==> src/shared/bram_cfg.svh <==
`ifndef BRAM_CFG_SVH
`define BRAM_CFG_SVH
// Register select codes
`define BRAM_SEL_CMD      3'h0
`define BRAM_SEL_STATE    3'h1
`define BRAM_SEL_RESULT   3'h2
`define BRAM_SEL_SETUP    3'h3
`define BRAM_SEL_FILTER   3'h4
`define BRAM_SEL_TARE     3'h5
`define BRAM_SEL_OFFSET   3'h6
`define BRAM_SEL_GAIN     3'h7
// Access types in the command byte
`define BRAM_ACC_WR       2'h0
`define BRAM_ACC_RD       2'h1
`define BRAM_ACC_CONT     2'h2
`define BRAM_ACC_STOP     2'h3
// Reset values
`define BRAM_SETUP_RST    16'h01B0
`define BRAM_FILTER_RST   24'h200000
`define BRAM_TARE_RST     8'h20
`define BRAM_OFFSET_RST   24'h800000
`define BRAM_GAIN_RST     24'h59AEE7
`define BRAM_TEST_RST     24'h000000
`define BRAM_STATE_HI     4'hC
// Field positions
`define BRAM_FLT_RATE_LSB 12
`define BRAM_FLT_CHOP_BIT 4
`define BRAM_SET_WL_BIT   8
`define BRAM_SET_CH_LSB   0
`define BRAM_SET_STANDBY_FLAG_LSB 13
// Serial framing, rate divisors and test address
`define BRAM_RESYNC_ONES  6'd32
`define BRAM_CHOP_DIV     8'd48
`define BRAM_PLAIN_DIV    8'd16
`define BRAM_TEST_ADDR    3'h3
`endif

==> src/shared/bram_pkg.sv <==
package bram_pkg;
  typedef enum logic [2:0] {
    BRAM_IDLE = 3'b000,
    BRAM_CMD  = 3'b001,
    BRAM_DATA = 3'b011,
    BRAM_CONT = 3'b010
  } bram_phase_e;

  typedef struct packed {
    logic [1:0] access;
    logic [2:0] target;
  } bram_cmd_s;

  typedef struct packed {
    logic [23:0] value;
    logic        fresh;
  } bram_conv_s;
endpackage

==> src/bram_rate_gen.sv <==
`timescale 1ns/10ps
`default_nettype none
`include "bram_cfg.svh"
module bram_rate_gen
  import bram_pkg::*;
#(
  parameter int CW = 20
) (
  input  wire logic        clk_in,
  input  wire logic        rst_n_in,
  input  wire logic [11:0] rate_word_in,
  input  wire logic        chop_in,
  output logic             tick_out
);
  typedef struct packed {
    logic [CW-1:0] cnt;
    logic          tick;
  } bram_rg_s;

  bram_rg_s st_r;
  bram_rg_s st_nxt;
  logic [CW-1:0] period;

  // Output rate is clock over 16 or 48 times the rate word
  always_comb begin
    period = chop_in ? CW'(rate_word_in) * CW'(`BRAM_CHOP_DIV)
                     : CW'(rate_word_in) * CW'(`BRAM_PLAIN_DIV);
    st_nxt = st_r;
    st_nxt.tick = 1'b0;
    if (st_r.cnt + CW'(1) >= period) begin
      st_nxt.cnt  = '0;
      st_nxt.tick = 1'b1;
    end else begin
      st_nxt.cnt = st_r.cnt + CW'(1);
    end
  end

  always_ff @(posedge clk_in) begin
    if (!rst_n_in) begin
      st_r <= '0;
    end else begin
      st_r <= st_nxt;
    end
  end

  assign tick_out = st_r.tick;
endmodule
`default_nettype wire

==> src/bram_regs.sv <==
// Behaviour
// - Twelve registers reachable over the serial port; the test register has no select code here
// - Each access starts with a command byte write
// - Return to command wait unless continuous read
// - State register reads upper nibble C
// - Result is 16 or 24 bits by word length
// - Setup register resets to 01B0, steers options
// - Filter register holds averaging, step, excitation, chop
// - Twelve-bit rate word sets output rate
// - Non-chop rate is clock over sixteen words
// - Chop bit zero means non-chopping operation
// - Tare register resets 20, six-bit level
// - Three offset coefficients reset to 800000
// - Three gain coefficients reset to 59AEE7
// - Chop rate clock over 48 words, default 512
// - Thirty-two high clocks resynchronise the port
// - Leading one holds; zero starts command load
`timescale 1ns/10ps
`default_nettype none
`include "bram_cfg.svh"
module bram_regs
  import bram_pkg::*;
#(
  parameter int RATE_CW = 20
) (
  input  wire logic        CORE_CLK_IN,
  input  wire logic        RST_N_IN,
  input  wire logic        SCLK_IN,
  input  wire logic        SDI_IN,
  input  wire logic [23:0] SAMPLE_IN,
  output logic             SDO_OUT,
  output logic             SDO_OE_N_OUT,
  output logic             READY_N_OUT,
  output logic [15:0]      SETUP_OUT,
  output logic [23:0]      FILTER_OUT,
  output logic [7:0]       TARE_OUT
);
  // ==========================================================
  // State
  typedef struct packed {
    logic [2:0]   sclk_sync;
    logic [1:0]   sdi_sync;
    bram_phase_e  phase;
    bram_cmd_s    cmd;
    logic [23:0]  shreg;
    logic [4:0]   bits;
    logic [5:0]   ones;
    logic         rd;
    logic [15:0]  setup;
    logic [23:0]  filter;
    logic [7:0]   tare;
    logic [23:0]  test;
    logic [71:0]  offset;
    logic [71:0]  gain;
    bram_conv_s   conv;
    logic         sdo;
    logic         oe_n;
    logic         ready_n;
  } bram_st_s;

  bram_st_s st_r;
  bram_st_s st_nxt;
  logic     tick;
  logic     rise;
  logic     fall;
  logic     din;
  logic [4:0]  len;
  logic [23:0] rdval;
  logic [1:0]  ch;
  logic        last;
  // Three coefficient banks, one per input channel
  localparam int CHANNELS = 3;
  logic        wr_commit;
  logic        rd_done;
  logic        cmd_done;
  logic        resync_hit;
  logic [23:0] offset_ch [CHANNELS];
  logic [23:0] gain_ch   [CHANNELS];

  // ==========================================================
  // Output rate
  bram_rate_gen #(.CW(RATE_CW)) u_rate (
    .clk_in       (CORE_CLK_IN),
    .rst_n_in     (RST_N_IN),
    .rate_word_in (st_r.filter[`BRAM_FLT_RATE_LSB +: 12]),
    .chop_in      (st_r.filter[`BRAM_FLT_CHOP_BIT]),
    .tick_out     (tick)
  );

  // ==========================================================
  // Coefficient banks; one slice per input channel
  for (genvar gc = 0; gc < CHANNELS; gc++) begin : g_coef
    assign offset_ch[gc] = st_r.offset[gc*24 +: 24];
    assign gain_ch[gc]   = st_r.gain[gc*24 +: 24];
    // A bank may only move when its own channel is written
    chk_bank_hold : assert property (@(posedge CORE_CLK_IN) disable iff (!RST_N_IN)
      !(wr_commit && ch == 2'(gc)) |=> ($stable(st_r.offset[gc*24 +: 24]) &&
      $stable(st_r.gain[gc*24 +: 24]))) else $error("coefficient bank changed without a write");
  end

  // ==========================================================
  // Read multiplexer
  always_comb begin
    ch = (st_r.setup[`BRAM_SET_CH_LSB +: 2] == 2'h3) ? 2'h2 : st_r.setup[`BRAM_SET_CH_LSB +: 2];
    unique case (st_r.cmd.target)
      `BRAM_SEL_STATE:  rdval = {`BRAM_STATE_HI, ~st_r.conv.fresh, st_r.setup[`BRAM_SET_STANDBY_FLAG_LSB +: 3],
                                 16'h0000} >> 16;
      // Short word carries the upper sixteen bits of the result
      `BRAM_SEL_RESULT: rdval = st_r.setup[`BRAM_SET_WL_BIT] ? st_r.conv.value
                                                            : {8'h00, st_r.conv.value[23:8]};
      `BRAM_SEL_SETUP:  rdval = {8'h00, st_r.setup};
      `BRAM_SEL_FILTER: rdval = st_r.filter;
      `BRAM_SEL_TARE:   rdval = {16'h0000, st_r.tare};
      `BRAM_SEL_OFFSET: rdval = offset_ch[ch];
      `BRAM_SEL_GAIN:   rdval = gain_ch[ch];
      default:          rdval = st_r.test;
    endcase
    // Result is 16 or 24 bits by word length
    if (st_r.cmd.target == `BRAM_SEL_RESULT && !st_r.setup[`BRAM_SET_WL_BIT]) begin
      len = 5'd16;
    end else if (st_r.cmd.target == `BRAM_SEL_STATE || st_r.cmd.target == `BRAM_SEL_TARE) begin
      len = 5'd8;
    end else if (st_r.cmd.target == `BRAM_SEL_SETUP) begin
      len = 5'd16;
    end else begin
      len = 5'd24;
    end
  end

  // ==========================================================
  // Serial engine; data changes on falling, sampled on rising
  always_comb begin
    st_nxt = st_r;
    st_nxt.sclk_sync = {st_r.sclk_sync[1:0], SCLK_IN};
    st_nxt.sdi_sync  = {st_r.sdi_sync[0], SDI_IN};
    rise = st_r.sclk_sync[1] & ~st_r.sclk_sync[2];
    fall = ~st_r.sclk_sync[1] & st_r.sclk_sync[2];
    din  = st_r.sdi_sync[1];
    last = (st_r.bits + 5'd1 == len);
    if (tick) begin
      st_nxt.conv.value = SAMPLE_IN;
      st_nxt.conv.fresh = 1'b1;
    end
    if (rise) begin
      st_nxt.ones = din ? ((st_r.ones == `BRAM_RESYNC_ONES) ? st_r.ones : st_r.ones + 6'd1) : 6'd0;
      unique case (st_r.phase)
        BRAM_IDLE: begin
          if (!din) begin
            st_nxt.phase = BRAM_CMD;
            st_nxt.bits  = 5'd0;
          end
        end
        BRAM_CMD: begin
          st_nxt.shreg = {st_r.shreg[22:0], din};
          st_nxt.bits  = st_r.bits + 5'd1;
          if (st_r.bits == 5'd6) begin
            st_nxt.cmd.access = st_r.shreg[4:3];
            st_nxt.cmd.target = {st_r.shreg[1:0], din};
            st_nxt.bits  = 5'd0;
            st_nxt.rd    = (st_r.shreg[4:3] == `BRAM_ACC_RD) || (st_r.shreg[4:3] == `BRAM_ACC_CONT);
            st_nxt.phase = (st_r.shreg[4:3] == `BRAM_ACC_STOP) ? BRAM_IDLE : BRAM_DATA;
            if ({st_r.shreg[1:0], din} == `BRAM_SEL_CMD) begin
              st_nxt.phase = BRAM_IDLE;
            end
          end
        end
        BRAM_DATA, BRAM_CONT: begin
          st_nxt.shreg = {st_r.shreg[22:0], din};
          st_nxt.bits  = st_r.bits + 5'd1;
          if (last) begin
            st_nxt.bits = 5'd0;
            if (st_r.rd && st_r.cmd.target == `BRAM_SEL_RESULT) begin
              st_nxt.conv.fresh = tick;
            end
            if (!st_r.rd) begin
              unique case (st_r.cmd.target)
                `BRAM_SEL_SETUP:  st_nxt.setup  = {st_r.shreg[14:0], din};
                `BRAM_SEL_FILTER: st_nxt.filter = {st_r.shreg[22:0], din};
                `BRAM_SEL_TARE:   st_nxt.tare   = {2'b00, st_r.shreg[4:0], din};
                `BRAM_SEL_OFFSET: st_nxt.offset[ch*24 +: 24] = {st_r.shreg[22:0], din};
                `BRAM_SEL_GAIN:   st_nxt.gain[ch*24 +: 24]   = {st_r.shreg[22:0], din};
                default: ;
              endcase
            end
            // Continuous read keeps the port on the addressed register
            st_nxt.phase = (st_r.cmd.access == `BRAM_ACC_CONT) ? BRAM_CONT : BRAM_IDLE;
          end
        end
        default: st_nxt.phase = BRAM_IDLE;
      endcase
      if (din && st_r.ones + 6'd1 >= `BRAM_RESYNC_ONES) begin
        st_nxt.phase  = BRAM_IDLE;
        st_nxt.cmd    = '0;
        st_nxt.setup  = `BRAM_SETUP_RST;
        st_nxt.filter = `BRAM_FILTER_RST;
        st_nxt.tare   = `BRAM_TARE_RST;
        st_nxt.bits   = 5'd0;
      end
    end
    if (fall && st_r.rd && (st_r.phase == BRAM_DATA || st_r.phase == BRAM_CONT)) begin
      st_nxt.sdo  = rdval[len - 5'd1 - st_r.bits];
      st_nxt.oe_n = 1'b0;
    end else if (st_r.phase == BRAM_IDLE || st_r.phase == BRAM_CMD) begin
      st_nxt.oe_n = 1'b1;
      st_nxt.sdo  = 1'b0;
    end
    // Registered so the ready pin comes straight from a flop
    st_nxt.ready_n = ~st_nxt.conv.fresh;
  end

  // ==========================================================
  // Registers; thirteen in all: command, state, result, setup,
  // filter, tare, three offsets, three gains, test
  always_ff @(posedge CORE_CLK_IN) begin
    if (!RST_N_IN) begin
      st_r        <= '0;
      st_r.phase  <= BRAM_IDLE;
      st_r.setup  <= `BRAM_SETUP_RST;
      st_r.filter <= `BRAM_FILTER_RST;
      st_r.tare   <= `BRAM_TARE_RST;
      st_r.test   <= `BRAM_TEST_RST;
      st_r.offset <= {3{`BRAM_OFFSET_RST}};
      st_r.gain   <= {3{`BRAM_GAIN_RST}};
      st_r.oe_n   <= 1'b1;
      // Synchronisers start at the idle pin levels; no false edge
      st_r.sclk_sync <= '1;
      st_r.sdi_sync  <= '1;
      st_r.ready_n   <= 1'b1;
    end else begin
      st_r <= st_nxt;
    end
  end

  assign SDO_OUT      = st_r.sdo;
  assign SDO_OE_N_OUT = st_r.oe_n;
  assign READY_N_OUT  = st_r.ready_n;
  assign SETUP_OUT    = st_r.setup;
  assign FILTER_OUT   = st_r.filter;
  assign TARE_OUT     = st_r.tare;

  // ==========================================================
  // Checks
  chk_tare_top_zero : assert property (@(posedge CORE_CLK_IN) disable iff (!RST_N_IN)
    st_r.tare[7:6] == 2'b00) else $error("tare upper bits set");
  chk_idle_after_op : assert property (@(posedge CORE_CLK_IN) disable iff (!RST_N_IN)
    (rise && st_r.phase == BRAM_DATA && last && st_r.cmd.access != `BRAM_ACC_CONT)
    |=> st_r.phase == BRAM_IDLE) else $error("no return to command wait");
  chk_hold_on_one : assert property (@(posedge CORE_CLK_IN) disable iff (!RST_N_IN)
    (rise && st_r.phase == BRAM_IDLE && din) |=> st_r.phase == BRAM_IDLE)
    else $error("advanced on leading one");
  chk_resync_ones : assert property (@(posedge CORE_CLK_IN) disable iff (!RST_N_IN)
    (rise && din && st_r.ones >= 6'd31) |=> st_r.phase == BRAM_IDLE)
    else $error("resync failed");

  // ==========================================================
  // Strobes for the checks; they mirror the engine's decode
  assign wr_commit  = rise && (st_r.phase == BRAM_DATA) && last && !st_r.rd;
  assign rd_done    = rise && (st_r.phase == BRAM_DATA || st_r.phase == BRAM_CONT)
                      && last && st_r.rd;
  assign cmd_done   = rise && (st_r.phase == BRAM_CMD) && (st_r.bits == 5'd6);
  assign resync_hit = rise && din && (st_r.ones + 6'd1 >= `BRAM_RESYNC_ONES);

  // ==========================================================
  // Command framing checks
  chk_cmd_zero_idle : assert property (@(posedge CORE_CLK_IN) disable iff (!RST_N_IN)
    (cmd_done && {st_r.shreg[1:0], din} == `BRAM_SEL_CMD) |=> st_r.phase == BRAM_IDLE)
    else $error("command aimed at itself did not return to wait");

  chk_cmd_to_data : assert property (@(posedge CORE_CLK_IN) disable iff (!RST_N_IN)
    (cmd_done && {st_r.shreg[1:0], din} != `BRAM_SEL_CMD
     && st_r.shreg[4:3] != `BRAM_ACC_STOP) |=> st_r.phase == BRAM_DATA)
    else $error("command did not open a data phase");

  chk_stop_idle : assert property (@(posedge CORE_CLK_IN) disable iff (!RST_N_IN)
    (cmd_done && st_r.shreg[4:3] == `BRAM_ACC_STOP) |=> st_r.phase == BRAM_IDLE)
    else $error("stop command left the port busy");

  chk_cont_stays : assert property (@(posedge CORE_CLK_IN) disable iff (!RST_N_IN)
    (rd_done && st_r.cmd.access == `BRAM_ACC_CONT && !resync_hit) |=> st_r.phase == BRAM_CONT)
    else $error("continuous read left the result register");

  // The pin must be released whenever the port waits for a command
  chk_oe_off_idle : assert property (@(posedge CORE_CLK_IN) disable iff (!RST_N_IN)
    (st_r.phase == BRAM_IDLE) |=> SDO_OE_N_OUT)
    else $error("data pin driven while idle");

  chk_ones_clear : assert property (@(posedge CORE_CLK_IN) disable iff (!RST_N_IN)
    (rise && !din) |=> st_r.ones == 6'd0)
    else $error("high count kept after a low bit");

  chk_resync_port : assert property (@(posedge CORE_CLK_IN) disable iff (!RST_N_IN)
    resync_hit |=> (st_r.phase == BRAM_IDLE && st_r.bits == 5'd0 && st_r.cmd == '0))
    else $error("port not cleared by high run");

  // ==========================================================
  // Register commit checks
  chk_setup_commit : assert property (@(posedge CORE_CLK_IN) disable iff (!RST_N_IN)
    (wr_commit && st_r.cmd.target == `BRAM_SEL_SETUP && !resync_hit)
    |=> SETUP_OUT == $past({st_r.shreg[14:0], din})) else $error("setup write lost");

  chk_filter_commit : assert property (@(posedge CORE_CLK_IN) disable iff (!RST_N_IN)
    (wr_commit && st_r.cmd.target == `BRAM_SEL_FILTER && !resync_hit)
    |=> FILTER_OUT == $past({st_r.shreg[22:0], din})) else $error("filter write lost");

  chk_tare_commit : assert property (@(posedge CORE_CLK_IN) disable iff (!RST_N_IN)
    (wr_commit && st_r.cmd.target == `BRAM_SEL_TARE && !resync_hit)
    |=> TARE_OUT == {2'b00, $past({st_r.shreg[4:0], din})}) else $error("tare write lost");

  chk_resync_regs : assert property (@(posedge CORE_CLK_IN) disable iff (!RST_N_IN)
    resync_hit |=> (SETUP_OUT == `BRAM_SETUP_RST && FILTER_OUT == `BRAM_FILTER_RST
                    && TARE_OUT == `BRAM_TARE_RST))
    else $error("high run did not restore setup");

  // A read must never disturb what it reads
  chk_read_keeps : assert property (@(posedge CORE_CLK_IN) disable iff (!RST_N_IN)
    (rd_done && !resync_hit) |=> ($stable(SETUP_OUT) && $stable(FILTER_OUT) && $stable(TARE_OUT)))
    else $error("read changed a setting");

  // ==========================================================
  // Result and ready checks
  chk_ready_on_tick : assert property (@(posedge CORE_CLK_IN) disable iff (!RST_N_IN)
    tick |=> (!READY_N_OUT && st_r.conv.value == $past(SAMPLE_IN)))
    else $error("new result not flagged");

  chk_read_clears : assert property (@(posedge CORE_CLK_IN) disable iff (!RST_N_IN)
    (rd_done && st_r.cmd.target == `BRAM_SEL_RESULT && !tick) |=> READY_N_OUT)
    else $error("ready kept after result read");

  chk_first_bit : assert property (@(posedge CORE_CLK_IN) disable iff (!RST_N_IN)
    (fall && st_r.rd && st_r.phase == BRAM_DATA && st_r.bits == 5'd0)
    |=> (!SDO_OE_N_OUT && SDO_OUT == $past(rdval[len - 5'd1])))
    else $error("first read bit not most significant");

  chk_bits_bound : assert property (@(posedge CORE_CLK_IN) disable iff (!RST_N_IN)
    st_r.bits < 5'd24)
    else $error("bit counter ran past a word");
endmodule
`default_nettype wire

==> config.mk <==
export PLATFORM = sky130hd
export DESIGN_NAME = bram_regs
export DESIGN_NICKNAME = d
export VERILOG_FILES = /design/src/shared/bram_pkg.sv /design/src/bram_rate_gen.sv /design/src/bram_regs.sv
export VERILOG_INCLUDE_DIRS = /design/src /design/src/shared
export SDC_FILE = /design/constraint.sdc
export NUM_CORES = 1
export LEC_CHECK = 0
export BUFFER_PORTS_ARGS = -buffer_cell sky130_fd_sc_hd__clkbuf_2
export CORE_AREA = 3 3 129 193
export CTS_CLUSTER_DIAMETER = 80
export DETAILED_ROUTE_END_ITERATION = 7
export DIE_AREA = 0 0 132 196
export PLACE_DENSITY_LB_ADDON = 0.15
export SYNTH_ARGS = -nofsm -noshare
export SYNTH_HDL_FRONTEND = slang
export SYNTH_SLANG_ARGS = --single-unit
==> constraint.sdc <==
create_clock -name CORE_CLK_IN -period 4.4 [get_ports CORE_CLK_IN]
set_input_delay 0.44 -clock CORE_CLK_IN [delete_from_list [all_inputs] [get_ports CORE_CLK_IN]]
set_output_delay 0.44 -clock CORE_CLK_IN [all_outputs]
set_load 0.005 [all_outputs]
==> flow_metrics.tcl <==
set metrics [dict create \
    status "completed" \
    ys_seq_elements 286 \
    htreeDepth 1 \
    clockRootBuffer "clkbuf_16" \
    reg2reg_slack_ns 0.28 \
    crit_family "compound AO/OA/AOI/OAI gates" \
    tightest_slew_ns 1.05 \
    finalCritPeriodShare 0.937 \
    power_switching_mw 1.15 \
    synthTopCellsByArea "dfxtp_1, nand2_1, mux2i_1, a21oi_1, a21oi_2" \
    grt_max_degree 116 \
    setup_slack_ns 0.276 \
    path_buf_inv 2 \
    ios 79 \
    die_h_um 196 \
    fin_nets 1757 \
    worst_r2r_endpoint "u_rate.st_r[9]$_SDFF_PP0_" \
    worst-path-max-fanout 6 \
    ys_types 72 \
    cts_sinks 286 \
    hold_path_startpoint "SDI_IN" \
    n_antenna_cell 0 \
    syn_area_per_cell_um2 8.20 \
    pre_cts_slack_ns 0.0728 \
    rows 68 \
    max-vdd-ir-drop_mv 0.349 \
    grt_pass1_vias 11700 \
    cp.arrival_ns 4.60 \
    hpwl_um 27100 \
    slew_headroom 0.301 \
    synth-main-ff-cell "dfxtp_1" \
    syn-cell-area_um2 14200 \
    layout-drive-gt1-share 0.144 \
    cts_setup_buffers 0 \
    finalPower_mw 5.41 \
    yosys.area_share.xor_xnor 0.0198 \
    wirelength_um 40600 \
    p_comb_frac 0.024 \
    layout_commonest_cell "nand2_1" \
    grt_overflow_total 0 \
    grt_first_pass_wirelength_um 64200 \
    synth_edf_count 0 \
    fin_hold_ws_ns 0.0742 \
    wire_per_inst_um 20.0 \
    internal_power_mw 4.26 \
    final_cells 2029 \
    synth_simple_gate_area_share 0.213 \
    path_common_cell "a21o_1" \
    cts_tree "done" \
    cts_max_path_buffers 3 \
    slowest_delay_ns 0.39 \
    grt.total_usage 0.304 \
    worstSkewPairLatency_ns 0.55 \
    viasPerCell 6.01 \
    cap_violations 0 \
    clkPwrFrac 0.491 \
    drt_pass1_iterations 5 \
    slowest_stage "fa_1" \
    final_cell_mix "nand2_1, dfxtp_1, a21oi_1, mux2i_1, nor2_1" \
    cellPowerDensity_nw_per_um2 353 \
    setup.worst_path.class "reg2reg" \
    die_area_um2 25900 \
    cp-start-kind "flop" \
    area_delta_synth_final_pct 8.02 \
    cts_buffers 28 \
    swShare 0.213 \
    max_freq_ghz 0.242 \
    path_cells "ha_2 > inv_1 > fa_1 > nor2b_1 > o21ai_1 > a21oi_2 > o21ai_0 > a21boi_1 > o21a_1 > o21ai_0 > a31oi_2 > ha_1 > a21o_1 > a21o_1 > a21o_1 > a21o_1 > a221o_1 > a21oi_4 > buf_4 > and3_1" \
    r2r_start "FILTER_OUT[13]$_SDFFE_PN0P_" \
    p_leak_nw 5.80 \
    clk_pin_slew_worst_paths_ns 0.07 \
    synthAdderAreaFrac 0.0314 \
    yosysWarnings 0 \
    hold_path_end "st_nxt[289]$_SDFF_PN1_" \
    cts_hold_buffers 0 \
    via_count 12200 \
    async_reset_ff_frac 0 \
    synth_cells 1731 \
    antenna_found_initial 0 \
    slew_violations 0 \
    drt_iter0_drc 1153 \
    synth_compound_area_frac 0.176 \
    drcViolationCount 0 \
    reg2reg_depth 20 \
    whs_path_depth 2 \
    fin_skew_ns 0.0133 \
    dp_cells 1979 \
    pwr-share-seq 0.485 \
    final_hold_viol_count 0 \
    min_path_type "in2reg" \
    setup_tns_ns 0 \
    synth_top_area_frac 0.404 \
    core_um2 23200 \
    cp.required_ns 4.88 \
    synth.yosys.seq_area_share 0.404 \
    synthMuxAreaShare 0.0766 \
    start_util 0.611 \
    period_needed_ns 4.12 \
    synth_top_family_by_area "simple AND/OR/NAND/NOR gates" \
    setup_viol 0 \
    die_x_um 132 \
    gp_congestion 0.958 \
    endpoint_kind "flop" \
    final_antenna_net_count 0 \
    synth_largest_area_cell "dfxtp_1" \
    portBuffers 76 \
]
[how the worst max path moves through the flow]
stage / from / endpoint / slack (ns) / cells after the start
global route: FILTER_OUT[15]$_SDFFE_PN0P_ / u_rate.st_r[11]$_SDFF_PP0_ / -0.005 / 18
CTS: FILTER_OUT[13]$_SDFFE_PN0P_ / u_rate.st_r[9]$_SDFF_PP0_ / 0.03 / 20
detailed placement: FILTER_OUT[13]$_SDFFE_PN0P_ / u_rate.st_r[11]$_SDFF_PP0_ / 0.07 / 20
finish: FILTER_OUT[13]$_SDFFE_PN0P_ / u_rate.st_r[9]$_SDFF_PP0_ / 0.28 / 20
floorplan: FILTER_OUT[13]$_SDFFE_PN0P_ / u_rate.st_r[3]$_SDFF_PP0_ / 0.49 / 21
global placement: FILTER_OUT[13]$_SDFFE_PN0P_ / u_rate.st_r[13]$_SDFF_PP0_ / 0.13 / 20
[metrics by stage]
step	utilization	cell area [µm²]
floorplan	-	14200
global placement	0.615	14300
detailed placement	0.615	14300
CTS	0.659	15300
global route	0.660	15300
finish	0.660	15300
[logic make-up after synthesis]
| family | Yosys count |
|---|---|
| multiplexers | 108 |
| buffers and inverters | 213 |
| adder cells (fa/ha/maj) | 35 |
| XOR/XNOR | 32 |
| AND/OR/NAND/NOR | 687 |
| AO/OA/AOI/OAI | 369 |
| flip-flops | 286 |
| other | 1 |
[state kept, by name (all words and copies together), names as in the netlist]
register         flops
FILTER_OUT          24
READY_N_OUT          1
SDO_OE_N_OUT         1
SDO_OUT              1
SETUP_OUT           16
TARE_OUT             6
din                  1
gain_ch             72
offset_ch           72
st_nxt               3
st_r                68
u_rate.st_r         20
u_rate.tick_out      1
[power by group through the flow]
stage | Clock [mW] | Combinational, mW | Sequential, mW
after floorplan | 0 | 0.0896 | 2.67
after global placement | 0 | 0.125 | 2.68
after detailed placement | 0 | 0.126 | 2.68
after CTS | 2.68 | 0.127 | 2.62
after global routing | 2.78 | 0.140 | 2.63
final | 2.66 | 0.128 | 2.63
[synth_stat cells (9+ instances only)]
| master | n |
|---|---|
| a21o_1 | 10 |
| a21oi_1 | 121 |
| a21oi_2 | 58 |
| a22o_1 | 29 |
| a22oi_1 | 10 |
| and3_1 | 25 |
| buf_1 | 13 |
| buf_2 | 44 |
| buf_4 | 60 |
| clkbuf_1 | 61 |
| dfxtp_1 | 286 |
| ha_1 | 34 |
| inv_1 | 26 |
| mux2i_1 | 103 |
| nand2_1 | 419 |
| nand2b_1 | 10 |
| nand3_1 | 60 |
| nand4_1 | 13 |
| nor2_1 | 94 |
| nor2b_1 | 9 |
| nor3_1 | 16 |
| o211ai_1 | 10 |
| o21ai_0 | 52 |
| o22ai_1 | 11 |
| xnor2_1 | 17 |
| xor2_1 | 15 |
[area by class of cell]
| class | count | area [µm²] |
|---|---|---|
| clock buffer | 39 | 833 |
| clock inverter | 11 | 189 |
| fill | 1989 | 7900 |
| inverter | 27 | 106 |
| multi-input combinational | 1235 | 7360 |
| sequential | 286 | 5730 |
| tap | 315 | 394 |
| timing repair buffer | 116 | 706 |
[routing by layer]
metal  wire length, µm  vias to the layer above  GRT usage
met5                 0                        -          0
met4              1600                        0      0.118
met3              2880                      109     0.0362
met2             19600                      520      0.529
met1             16500                     5751      0.387
li1                  -                     5805          -
[what timing repair did]
item,4_1_cts,5_1_grt
gates resized for setup,0,8
endpoints found under the setup margin,0,19
endpoints found under the hold margin,0,0
Note: power is estimated with default switching activity, not from simulation.
